**config.mk**
```make
export PLATFORM = sky130hd
export DESIGN_NAME = bia_ctl
export DESIGN_NICKNAME = d
export VERILOG_FILES = /design/src/hw/bia_pkg.sv /design/src/hw/bia_ctl.sv
export SDC_FILE = /design/constraint.sdc
export NUM_CORES = 1
export LEC_CHECK = 0
export BUFFER_PORTS_ARGS = -buffer_cell sky130_fd_sc_hd__buf_2
export CAP_MARGIN = 10
export CORE_MARGIN = 2
export CORE_UTILIZATION = 40
export CTS_CLUSTER_SIZE = 24
export DETAILED_ROUTE_END_ITERATION = 16
export SLEW_MARGIN = 15
export SYNTH_ARGS = -nofsm -noshare
export SYNTH_HDL_FRONTEND = slang
export SYNTH_SLANG_ARGS = --single-unit
```
**constraint.sdc**
```tcl
create_clock -name aclk -period 3 [get_ports aclk]
set_input_delay 0.6 -clock aclk [delete_from_list [all_inputs] [get_ports aclk]]
set_output_delay 0.6 -clock aclk [all_outputs]
set_load 0.1 [all_outputs]
```
**src/hw/bia_pkg.sv**
```systemverilog
// Register map, field layout and shared types of the bridge init and audio slot control block
package bia_pkg;

  // ----------------------------------------------------------------
  // Register indices (byte address is four times the index)
  // ----------------------------------------------------------------
  localparam int             AXI_ADDR_W      = 9;
  localparam int             IDX_W           = 7;
  localparam logic [IDX_W-1:0] IDX_VIDEO_BRIDGE_CONTROL  = 7'h4F;
  localparam logic [IDX_W-1:0] IDX_INIT_STS    = 7'h50;
  localparam logic [IDX_W-1:0] IDX_AUDIO_SRC   = 7'h54;
  localparam logic [IDX_W-1:0] IDX_AUDIO_SPLIT = 7'h55;
  localparam logic [IDX_W-1:0] IDX_SLOT_FRAME  = 7'h57;
  localparam logic [IDX_W-1:0] IDX_IRQ_STATUS  = 7'h60;
  localparam logic [IDX_W-1:0] IDX_IRQ_MASK    = 7'h61;

  // ----------------------------------------------------------------
  // Field positions
  // ----------------------------------------------------------------
  localparam int CTL_MAP_BIT      = 7;
  localparam int CTL_ARRANGE_BIT  = 6;
  localparam int CTL_EXCHANGE_BIT = 5;
  localparam int CTL_RELOAD_BIT   = 1;
  localparam int STS_INIT_BIT     = 4;
  localparam int STS_CFG_BIT      = 2;
  localparam int STS_SUM_BIT      = 1;
  localparam int SRC_TDM_BIT      = 2;
  localparam int SRC_I2S_BIT      = 1;
  localparam int SPLIT_EN_BIT     = 7;
  localparam int SLOT_POL_BIT     = 3;
  localparam int SLOT_DLY_BIT     = 2;
  localparam int SLOT_WID_LSB     = 0;
  localparam int IRQ_INIT_BIT     = 0;
  localparam int IRQ_SUMFAIL_BIT  = 1;
  localparam int IRQ_W            = 2;

  // ----------------------------------------------------------------
  // Writable masks and reset values
  // ----------------------------------------------------------------
  localparam logic [7:0] CTL_WMASK   = 8'hE2;
  localparam logic [7:0] SRC_WMASK   = 8'h06;
  localparam logic [7:0] SPLIT_WMASK = 8'h80;
  localparam logic [7:0] SLOT_WMASK  = 8'h0F;
  localparam logic [7:0] CTL_RST     = 8'h00;
  localparam logic [7:0] SRC_RST     = 8'h02;
  localparam logic [7:0] SPLIT_RST   = 8'h00;
  localparam logic [7:0] SLOT_RST    = 8'h02;
  localparam logic       SUM_RST     = 1'h1;

  // ----------------------------------------------------------------
  // Frame sync width codes, bus answers, timing
  // ----------------------------------------------------------------
  localparam logic [1:0] FSW_HALF    = 2'h0;
  localparam logic [1:0] FSW_SLOT    = 2'h1;
  localparam logic [1:0] RESP_OKAY   = 2'h0;
  localparam logic [1:0] RESP_SLVERR = 2'h2;
  localparam logic [1:0] STRAP_SETTLE = 2'h2;

  // ----------------------------------------------------------------
  // Types
  // ----------------------------------------------------------------
  typedef enum logic [2:0] {
    INIT_IDLE,
    INIT_REQ,
    INIT_WAIT,
    INIT_CFG,
    INIT_FIN
  } bia_init_t;

  typedef struct packed {
    logic video_bit_map_select;
    logic pixel_input_arrangement;
    logic video_port_exchange;
  } bia_video_sel_t;

  typedef struct packed {
    logic audio_enable;
    logic tdm_serialize;
    logic tdm_split;
  } bia_audio_sel_t;

endpackage

```
**src/hw/bia_ctl.sv**
```systemverilog
// Bridge init and audio slot control registers with AXI4-Lite slave and TDM framing
//
// Chosen here: the AXI4-Lite interface to the registers.
`timescale 1ns/1ps
`default_nettype none

module bia_ctl
  import bia_pkg::*;
#(
  parameter int NVM_BYTES = 128,
  parameter int LANES     = 4,
  parameter int SLOT_BITS = 32
) (
  input  wire logic                          aclk,
  input  wire logic                          aresetn,
  input  wire logic [AXI_ADDR_W-1:0]         s_axi_awaddr,
  input  wire logic                          s_axi_awvalid,
  output logic                               s_axi_awready,
  input  wire logic [31:0]                   s_axi_wdata,
  input  wire logic [3:0]                    s_axi_wstrb,
  input  wire logic                          s_axi_wvalid,
  output logic                               s_axi_wready,
  output logic [1:0]                         s_axi_bresp,
  output logic                               s_axi_bvalid,
  input  wire logic                          s_axi_bready,
  input  wire logic [AXI_ADDR_W-1:0]         s_axi_araddr,
  input  wire logic                          s_axi_arvalid,
  output logic                               s_axi_arready,
  output logic [31:0]                        s_axi_rdata,
  output logic [1:0]                         s_axi_rresp,
  output logic                               s_axi_rvalid,
  input  wire logic                          s_axi_rready,
  input  wire logic                          strap_pin_a,
  input  wire logic                          strap_pin_b,
  output logic                               nvm_rd_req,
  output logic [$clog2(NVM_BYTES)-1:0]       nvm_rd_addr,
  input  wire logic [7:0]                    nvm_rd_data,
  input  wire logic                          nvm_rd_valid,
  output bia_video_sel_t                     video_sel,
  output bia_audio_sel_t                     audio_sel,
  input  wire logic                          bit_clock,
  input  wire logic [LANES*SLOT_BITS-1:0]    lane_words,
  output logic                               frame_sync_out,
  output logic                               primary_sound_data_line,
  input  wire logic                          frame_sync_in,
  input  wire logic                          tdm_data_in,
  output logic [LANES*SLOT_BITS-1:0]         split_words,
  output logic                               split_valid,
  output logic                               irq
);
  localparam int FRAME = LANES * SLOT_BITS;
  localparam int POS_W = $clog2(FRAME);
  localparam int NA_W  = $clog2(NVM_BYTES);
  localparam logic [POS_W-1:0] POS_LAST = POS_W'(FRAME - 1);
  localparam logic [POS_W-1:0] POS_HALF = POS_W'(FRAME / 2);
  localparam logic [POS_W-1:0] POS_SLOT = POS_W'(SLOT_BITS);
  localparam logic [NA_W-1:0]  NVM_LAST = NA_W'(NVM_BYTES - 1);
  // ----------------------------------------------------------------
  // State record
  // ----------------------------------------------------------------
  typedef struct packed {
    logic             awready, wready, aw_held, w_held, w_lane0, bvalid, arready, rvalid;
    logic [IDX_W-1:0] aw_idx;
    logic [7:0]       w_byte, ctl, src, split, slot, sum;
    logic [1:0]       bresp, rresp, strap_cnt;
    logic [31:0]      rdata;
    logic             cfg_done, init_done, sum_pass, irq, strap_done, nvm_req;
    logic [IRQ_W-1:0] irq_sts, irq_mask;
    logic             sa_s1, sa_s2, sb_s1, sb_s2, bc_s1, bc_s2, bc_s3, fi_s1, fi_s2;
    logic             di_s1, di_s2, tx_prev, fs_out, tdm_out, fs_prev, rx_run, rx_valid;
    bia_init_t        ist;
    logic [NA_W-1:0]  nvm_addr;
    logic [POS_W-1:0] tx_pos, rx_pos;
    logic [FRAME-1:0] tx_frame, rx_sr, rx_words;
  } bia_state_t;
  bia_state_t s_reg;
  bia_state_t s_next;
  // ----------------------------------------------------------------
  // Helpers
  // ----------------------------------------------------------------
  function automatic logic idx_mapped(input logic [IDX_W-1:0] idx);
    case (idx)
      IDX_VIDEO_BRIDGE_CONTROL, IDX_INIT_STS, IDX_AUDIO_SRC, IDX_AUDIO_SPLIT,
      IDX_SLOT_FRAME, IDX_IRQ_STATUS, IDX_IRQ_MASK: idx_mapped = 1'h1;
      default: idx_mapped = 1'h0;
    endcase
  endfunction
  function automatic logic [7:0] merge(input logic [7:0] old_v, input logic [7:0] new_v,
                                       input logic [7:0] wmask);
    merge = (old_v & ~wmask) | (new_v & wmask);
  endfunction

  // ----------------------------------------------------------------
  // Next state
  // ----------------------------------------------------------------
  always_comb begin
    logic             do_wr, do_rd, reload_set, bc_edge, tx_on, cur_bit, fs_act, fs_start;
    logic             dly, pol, take;
    logic [IDX_W-1:0] ridx;
    logic [7:0]       rval;
    logic [IRQ_W-1:0] ev, w1c;
    logic [POS_W-1:0] rpos;
    s_next     = s_reg;
    do_wr      = 1'h0;
    do_rd      = 1'h0;
    ridx       = s_axi_araddr[AXI_ADDR_W-1:2];
    rval       = 8'h00;
    reload_set = 1'h0;
    ev         = '0;
    w1c        = '0;
    cur_bit    = 1'h0;
    fs_act     = 1'h0;
    fs_start   = 1'h0;
    take       = 1'h0;
    rpos       = '0;
    dly        = s_reg.slot[SLOT_DLY_BIT];
    pol        = s_reg.slot[SLOT_POL_BIT];
    bc_edge    = s_reg.bc_s2 && !s_reg.bc_s3;
    tx_on      = s_reg.src[SRC_TDM_BIT] && s_reg.src[SRC_I2S_BIT];
    // AXI4-Lite write channel
    if (s_axi_awvalid && s_reg.awready) begin
      s_next.aw_held = 1'h1;
      s_next.aw_idx  = s_axi_awaddr[AXI_ADDR_W-1:2];
    end
    if (s_axi_wvalid && s_reg.wready) begin
      s_next.w_held  = 1'h1;
      s_next.w_byte  = s_axi_wdata[7:0];
      s_next.w_lane0 = s_axi_wstrb[0];
    end
    if (s_reg.aw_held && s_reg.w_held && !s_reg.bvalid) begin
      do_wr          = s_reg.w_lane0 && idx_mapped(s_reg.aw_idx);
      s_next.aw_held = 1'h0;
      s_next.w_held  = 1'h0;
      s_next.bvalid  = 1'h1;
      s_next.bresp   = idx_mapped(s_reg.aw_idx) ? RESP_OKAY : RESP_SLVERR;
    end
    if (s_reg.bvalid && s_axi_bready) begin
      s_next.bvalid = 1'h0;
    end
    s_next.awready = !s_next.aw_held && !s_next.bvalid;
    s_next.wready  = !s_next.w_held && !s_next.bvalid;
    // Register writes, reserved bits masked off
    if (do_wr) begin
      case (s_reg.aw_idx)
        IDX_VIDEO_BRIDGE_CONTROL: begin
          s_next.ctl = merge(s_reg.ctl, s_reg.w_byte, CTL_WMASK & ~(8'h01 << CTL_RELOAD_BIT));
          reload_set = s_reg.w_byte[CTL_RELOAD_BIT];
        end
        IDX_AUDIO_SRC:   s_next.src      = merge(s_reg.src, s_reg.w_byte, SRC_WMASK);
        IDX_AUDIO_SPLIT: s_next.split    = merge(s_reg.split, s_reg.w_byte, SPLIT_WMASK);
        IDX_SLOT_FRAME:  s_next.slot     = merge(s_reg.slot, s_reg.w_byte, SLOT_WMASK);
        IDX_IRQ_STATUS:  w1c             = s_reg.w_byte[IRQ_W-1:0];
        IDX_IRQ_MASK:    s_next.irq_mask = s_reg.w_byte[IRQ_W-1:0];
        default: ;
      endcase
    end
    // AXI4-Lite read channel
    if (s_axi_arvalid && s_reg.arready) begin
      do_rd = 1'h1;
    end
    case (ridx)
      IDX_VIDEO_BRIDGE_CONTROL:  rval = s_reg.ctl;
      IDX_INIT_STS: begin
        rval[STS_INIT_BIT] = s_reg.init_done;
        rval[STS_CFG_BIT]  = s_reg.cfg_done;
        rval[STS_SUM_BIT]  = s_reg.sum_pass;
      end
      IDX_AUDIO_SRC:   rval = s_reg.src;
      IDX_AUDIO_SPLIT: rval = s_reg.split;
      IDX_SLOT_FRAME:  rval = s_reg.slot;
      IDX_IRQ_STATUS:  rval[IRQ_W-1:0] = s_reg.irq_sts;
      IDX_IRQ_MASK:    rval[IRQ_W-1:0] = s_reg.irq_mask;
      default:         rval = 8'h00;
    endcase
    if (do_rd) begin
      s_next.rvalid = 1'h1;
      s_next.rdata  = {24'h000000, rval};
      s_next.rresp  = idx_mapped(ridx) ? RESP_OKAY : RESP_SLVERR;
    end else if (s_reg.rvalid && s_axi_rready) begin
      s_next.rvalid = 1'h0;
    end
    s_next.arready = !s_next.rvalid;
    // Strap capture after reset release
    s_next.sa_s1 = strap_pin_a;
    s_next.sa_s2 = s_reg.sa_s1;
    s_next.sb_s1 = strap_pin_b;
    s_next.sb_s2 = s_reg.sb_s1;
    if (!s_reg.strap_done) begin
      if (s_reg.strap_cnt == STRAP_SETTLE) begin
        s_next.ctl[CTL_MAP_BIT]     = s_reg.sb_s2;
        s_next.ctl[CTL_ARRANGE_BIT] = s_reg.sa_s2;
        s_next.strap_done           = 1'h1;
        reload_set                  = 1'h1;
      end else begin
        s_next.strap_cnt = s_reg.strap_cnt + 2'h1;
      end
    end
    // Configuration reload sequencer
    s_next.nvm_req = 1'h0;
    case (s_reg.ist)
      INIT_IDLE: begin
        if (s_reg.ctl[CTL_RELOAD_BIT]) begin
          s_next.cfg_done  = 1'h0;
          s_next.init_done = 1'h0;
          s_next.sum       = 8'h00;
          s_next.nvm_addr  = '0;
          s_next.ist       = INIT_REQ;
        end
      end
      INIT_REQ: begin
        s_next.nvm_req = 1'h1;
        s_next.ist     = INIT_WAIT;
      end
      INIT_WAIT: begin
        if (nvm_rd_valid) begin
          s_next.sum = s_reg.sum + nvm_rd_data;
          if (s_reg.nvm_addr == NVM_LAST) begin
            s_next.ist = INIT_CFG;
          end else begin
            s_next.nvm_addr = s_reg.nvm_addr + NA_W'(1);
            s_next.ist      = INIT_REQ;
          end
        end
      end
      INIT_CFG: begin
        s_next.cfg_done = 1'h1;
        s_next.sum_pass = (s_reg.sum == 8'h00);
        ev[IRQ_SUMFAIL_BIT] = (s_reg.sum != 8'h00);
        s_next.ist      = INIT_FIN;
      end
      INIT_FIN: begin
        s_next.init_done = 1'h1;
        s_next.ctl[CTL_RELOAD_BIT] = 1'h0;
        ev[IRQ_INIT_BIT] = 1'h1;
        s_next.ist       = INIT_IDLE;
      end
      default: s_next.ist = INIT_IDLE;
    endcase
    if (reload_set) begin
      s_next.ctl[CTL_RELOAD_BIT] = 1'h1;
    end
    // Interrupt status, set wins over clear
    s_next.irq_sts = (s_reg.irq_sts & ~w1c) | ev;
    s_next.irq     = |(s_next.irq_sts & s_next.irq_mask);
    // Audio pin synchronisers
    s_next.bc_s1 = bit_clock;
    s_next.bc_s2 = s_reg.bc_s1;
    s_next.bc_s3 = s_reg.bc_s2;
    s_next.fi_s1 = frame_sync_in;
    s_next.fi_s2 = s_reg.fi_s1;
    s_next.di_s1 = tdm_data_in;
    s_next.di_s2 = s_reg.di_s1;
    // Lane to TDM serializer
    if (!tx_on) begin
      s_next.tx_pos  = '0;
      s_next.tx_prev = 1'h0;
      s_next.fs_out  = pol;
      s_next.tdm_out = 1'h0;
    end else if (bc_edge) begin
      cur_bit = s_reg.tx_frame[POS_LAST - s_reg.tx_pos];
      s_next.tx_prev = cur_bit;
      s_next.tdm_out = dly ? s_reg.tx_prev : cur_bit;
      case (s_reg.slot[SLOT_WID_LSB +: 2])
        FSW_HALF: fs_act = (s_reg.tx_pos < POS_HALF);
        FSW_SLOT: fs_act = (s_reg.tx_pos < POS_SLOT);
        default:  fs_act = (s_reg.tx_pos == '0);
      endcase
      s_next.fs_out = fs_act ^ pol;
      if (s_reg.tx_pos == POS_LAST) begin
        s_next.tx_pos   = '0;
        s_next.tx_frame = lane_words;
      end else begin
        s_next.tx_pos = s_reg.tx_pos + POS_W'(1);
      end
    end
    // TDM to lane splitter
    s_next.rx_valid = 1'h0;
    if (!s_reg.split[SPLIT_EN_BIT]) begin
      s_next.rx_run  = 1'h0;
      s_next.rx_pos  = '0;
      s_next.fs_prev = 1'h0;
    end else if (bc_edge) begin
      fs_act         = s_reg.fi_s2 ^ pol;
      fs_start       = fs_act && !s_reg.fs_prev;
      s_next.fs_prev = fs_act;
      take           = dly ? s_reg.rx_run : (fs_start || s_reg.rx_run);
      rpos           = (fs_start && !dly) ? '0 : s_reg.rx_pos;
      if (take) begin
        s_next.rx_sr  = {s_reg.rx_sr[FRAME-2:0], s_reg.di_s2};
        s_next.rx_pos = rpos + POS_W'(1);
        if (rpos == POS_LAST) begin
          s_next.rx_words = {s_reg.rx_sr[FRAME-2:0], s_reg.di_s2};
          s_next.rx_valid = 1'h1;
          s_next.rx_run   = 1'h0;
        end
      end
      if (fs_start) begin
        s_next.rx_run = 1'h1;
        s_next.rx_pos = POS_W'(!dly);
      end
    end
  end
  // ----------------------------------------------------------------
  // State register
  // ----------------------------------------------------------------
  always_ff @(posedge aclk) begin
    if (!aresetn) begin
      s_reg            <= '0;
      s_reg.ctl        <= CTL_RST;
      s_reg.src        <= SRC_RST;
      s_reg.split      <= SPLIT_RST;
      s_reg.slot       <= SLOT_RST;
      s_reg.sum_pass   <= SUM_RST;
      s_reg.ist        <= INIT_IDLE;
      s_reg.awready    <= 1'h1;
      s_reg.wready     <= 1'h1;
      s_reg.arready    <= 1'h1;
    end else begin
      s_reg <= s_next;
    end
  end
  // ----------------------------------------------------------------
  // Outputs
  // ----------------------------------------------------------------
  assign s_axi_awready = s_reg.awready;
  assign s_axi_wready  = s_reg.wready;
  assign s_axi_bvalid  = s_reg.bvalid;
  assign s_axi_bresp   = s_reg.bresp;
  assign s_axi_arready = s_reg.arready;
  assign s_axi_rvalid  = s_reg.rvalid;
  assign s_axi_rdata   = s_reg.rdata;
  assign s_axi_rresp   = s_reg.rresp;
  assign nvm_rd_req    = s_reg.nvm_req;
  assign nvm_rd_addr   = s_reg.nvm_addr;
  assign video_sel.video_bit_map_select    = s_reg.ctl[CTL_MAP_BIT];
  assign video_sel.pixel_input_arrangement = s_reg.ctl[CTL_ARRANGE_BIT];
  assign video_sel.video_port_exchange     = s_reg.ctl[CTL_EXCHANGE_BIT];
  assign audio_sel.audio_enable            = s_reg.src[SRC_I2S_BIT];
  assign audio_sel.tdm_serialize           = s_reg.src[SRC_TDM_BIT];
  assign audio_sel.tdm_split               = s_reg.split[SPLIT_EN_BIT];
  assign frame_sync_out          = s_reg.fs_out;
  assign primary_sound_data_line = s_reg.tdm_out;
  assign split_words             = s_reg.rx_words;
  assign split_valid             = s_reg.rx_valid;
  assign irq                     = s_reg.irq;
endmodule

`default_nettype wire

```
==> results by group <==
Outcome
  • Run status: complete, no violations

GRT
  • Global-route wire length before repair: 76850 um
  • Largest net degree at the start of global routing: 155
  • Antenna violations before repair: 4
  • Gr ovfl total: 0
  • GRT Overall Usage: 17.61%
  • Vias in the first global route: 15289

STA
  • Final min period: 2.551 ns
  • Setup TNS: 0 ns
  • Final cycle utilization of the critical path: 85.04%
  • Finish-stage setup viols: 0
  • FMAX: 392.0 MHz
  • RSZ-0062 raised after global routing: false
  • Final Hold Viols: 0
  • Hold WS: 0.2218 ns
  • Normalized max-slew margin: 40.15%
  • Final WS setup: 0.4489 ns
  • Slew Viols, Final: 0
  • Clock Skew: 0.01813 ns
  • Slew at the pin closest to its max-slew limit: 0.8903 ns

Clocking
  • H-tree levels: 2
  • Clock Tree Root: clkbuf_16
  • Clock Latency Late Sink: 0.58 ns
  • Hold-fix buffers, CTS: 0
  • CTS tree: yes
  • Clock-pin slew on the worst setup and hold paths: 0.06 ns
  • Clock Sinks: 487
  • Num CTS Buffers: 52
  • CTS Buffer Depth: 3

Synth
  • YS warnings: 0
  • Post-Synth Simple-Gate Area: 20.78%
  • Number of synthesized flops with an enable pin: 0
  • Async S/R FF share, synth: 0%
  • Compound-Gate Fraction of Synth Area: 13.76%
  • Main combinational cell family by area after synthesis: simple AND/OR/NAND/NOR gates
  • Top_reg_cell synth: dfxtp_1
  • Mapped cell area: 0.02022 mm^2
  • Post-Synth XOR/XNOR Area: 0.6931%
  • Count of cell types in the netlist: 78
  • Sequential area share after synthesis: 48.22%
  • Syn_area_per_cell: 8.203 um^2
  • Yosys reg bits: 487
  • Synth Area in Adders: 0.8416%
  • Mux contribution to synthesized area: 4.845%
  • Syn Inst Count: 2465

Power
  • Clk pwr share: 47.1%
  • Power per standard cell area: 608.2 mW/mm^2
  • Peak VDD IR: 394.5 uV
  • Total power: 14.01 mW
  • P_leak: 8.573 nW
  • Seq pwr share: 47.1%
  • Internal: 10.75 mW
  • Net Sw Frac: 23.23%
  • Switching power: 3.254 mW
  • Comb power frac: 5.8%

Setup path
  • CP required: 3.43 ns
  • Crit path from: s_reg[484]
  • Critical-path top delay cell: dfxtp_1
  • Critical path type: reg2reg
  • Critical Path Source Type: flip-flop
  • Data arrival, critical path: 2.98 ns
  • CP peak stage delay: 0.32 ns
  • CP Capture Type: flip-flop
  • RR Startpoint: s_reg[484]
  • CP Cell Sequence: xnor2_1 -> nor3_2 -> nor2b_1 -> ha_1 -> and2_1 -> o311ai_1 -> nor2_2 -> buf_4 -> nand3_4 -> buf_12 -> nand2_1 -> a21oi_1
  • CP max FO: 27

Cells and area
  • Most frequent cells in the layout: nand2_1 (840), dfxtp_1 (485), a21oi_1 (430)
  • Syn-to-layout area delta: 13.89%
  • Share of cells above drive strength 1: 19.17%
  • Fin nets: 2789
  • Finished Layout Cells: 3289
  • Max reg flops: 320
  • Number of fill cells in the layout: 4988
  • Multi-input gate area: 0.008419 mm^2
  • Commonest non-fill, non-tap cell in the layout: nand2_1
  • Register area: 0.009752 mm^2

Place
  • Placed Instances: 3187
  • Placer Congestion: 0.8253
  • Post-DP HPWL: 31890 um
  • Port-buffer cells: 331
  • Dpl ws: 0.2558 ns

Floorplanning
  • IO Count: 390
  • Die X: 228.8 um
  • Die area: 0.05236 mm^2
  • Initial Util: 40.38%
  • Core ar.: 0.05007 mm^2
  • Die Span Y: 228.8 um
  • Core Rows: 82

Job
  • Max Cap Violations: 0

Routing
  • DR pass1 iterations: 5
  • WL/cell: 14.66 um
  • # DRC: 0
  • DRT antenna net count: 0
  • 1st-iter DRT viols: 977
  • Vias/cell: 4.936
  • Vias post-DR: 16234
  • WL final: 48230 um

Min path
  • Hold_sp: frame_sync_in
  • Worst Hold Class: in2reg
-- power by group through the flow --
stage / Sequential (mW) / Combinational [mW] / Clock, mW
final: 6.59 / 0.816 / 6.59
after global placement: 6.73 / 0.806 / 0
after floorplan: 6.77 / 0.573 / 0
after global routing: 6.60 / 0.881 / 7.05
after detailed placement: 6.74 / 0.816 / 0
after CTS: 6.59 / 0.820 / 6.80
-- cells by family after synthesis --
group,after synthesis
compound gates,512
xor+xnor,16
fa+ha+maj,13
mux,55
other cells,1
simple gates,1024
buf+inv,357
flops,487
-- routing by layer --
layer	global-route usage, %	routed length, um	up-vias
li1	-	-	8179
met2	28.69	22220	397
met4	5.702	1108	2
met1	23.18	22000	7579
met3	3.930	2886	77
met5	0	12	-
-- synthesized netlist by cell type, types with 15 or more instances --
| cell | instances | share of area [%] |
|---|---|---|
| nand2_1 | 840 | 16 |
| dfxtp_1 | 487 | 48 |
| a21oi_1 | 430 | 11 |
| buf_4 | 178 | 6.6 |
| clkbuf_1 | 100 | 1.9 |
| nor2_1 | 65 | 1.2 |
| buf_2 | 39 | 0.97 |
| mux2i_1 | 24 | 1.2 |
| inv_1 | 19 | 0.35 |
| nand3_1 | 19 | 0.47 |
| mux4_1 | 17 | 2.2 |
| o21ai_0 | 16 | 0.40 |
| and2_1 | 15 | 0.46 |
| nor3_1 | 15 | 0.37 |
-- layout make-up --
class | instances | share of cell area, %
well taps | 672 | 3.651
clock inverters | 17 | 0.7770
repair buffers | 365 | 9.172
flip-flops and latches | 487 | 42.35
multi-input cells | 1647 | 36.56
clock buffers | 78 | 7.085
diodes | 3 | 0.03260
inverters | 20 | 0.3695
-- worst paths after layout --
check              endpoint  slack (ns)  depth (start not counted)
min             s_next[416]        0.22                          2
max          split_words[2]        0.45                         12
max reg2reg  split_words[2]        0.45                         12
min reg2reg      s_reg[421]        0.43                          1
-- metrics by stage --
step	area, um^2	utilization, %
after global placement	21170	42.29
after CTS	22980	45.91
after global routing	23020	45.99
after floorplan	20310	-
after detailed placement	21170	42.29
final	23030	45.99
-- timing repair --
action,in CTS,in global routing
setup buffers,0,3
resized for setup,0,1
setup endpoints to repair,0,99
-- worst max-delay path: cells and delay by family, from the launching register on --
kind                       cells  cell delay [ns]
DFF                            1             0.32
and+or+nand+nor                6             0.97
AOI/OAI and AO/OA              2             0.21
buffers and inverters          2             0.46
adders and majority gates      1             0.18
xor gates and xnor gates       1             0.23
(Power assumes the default switching activity.)
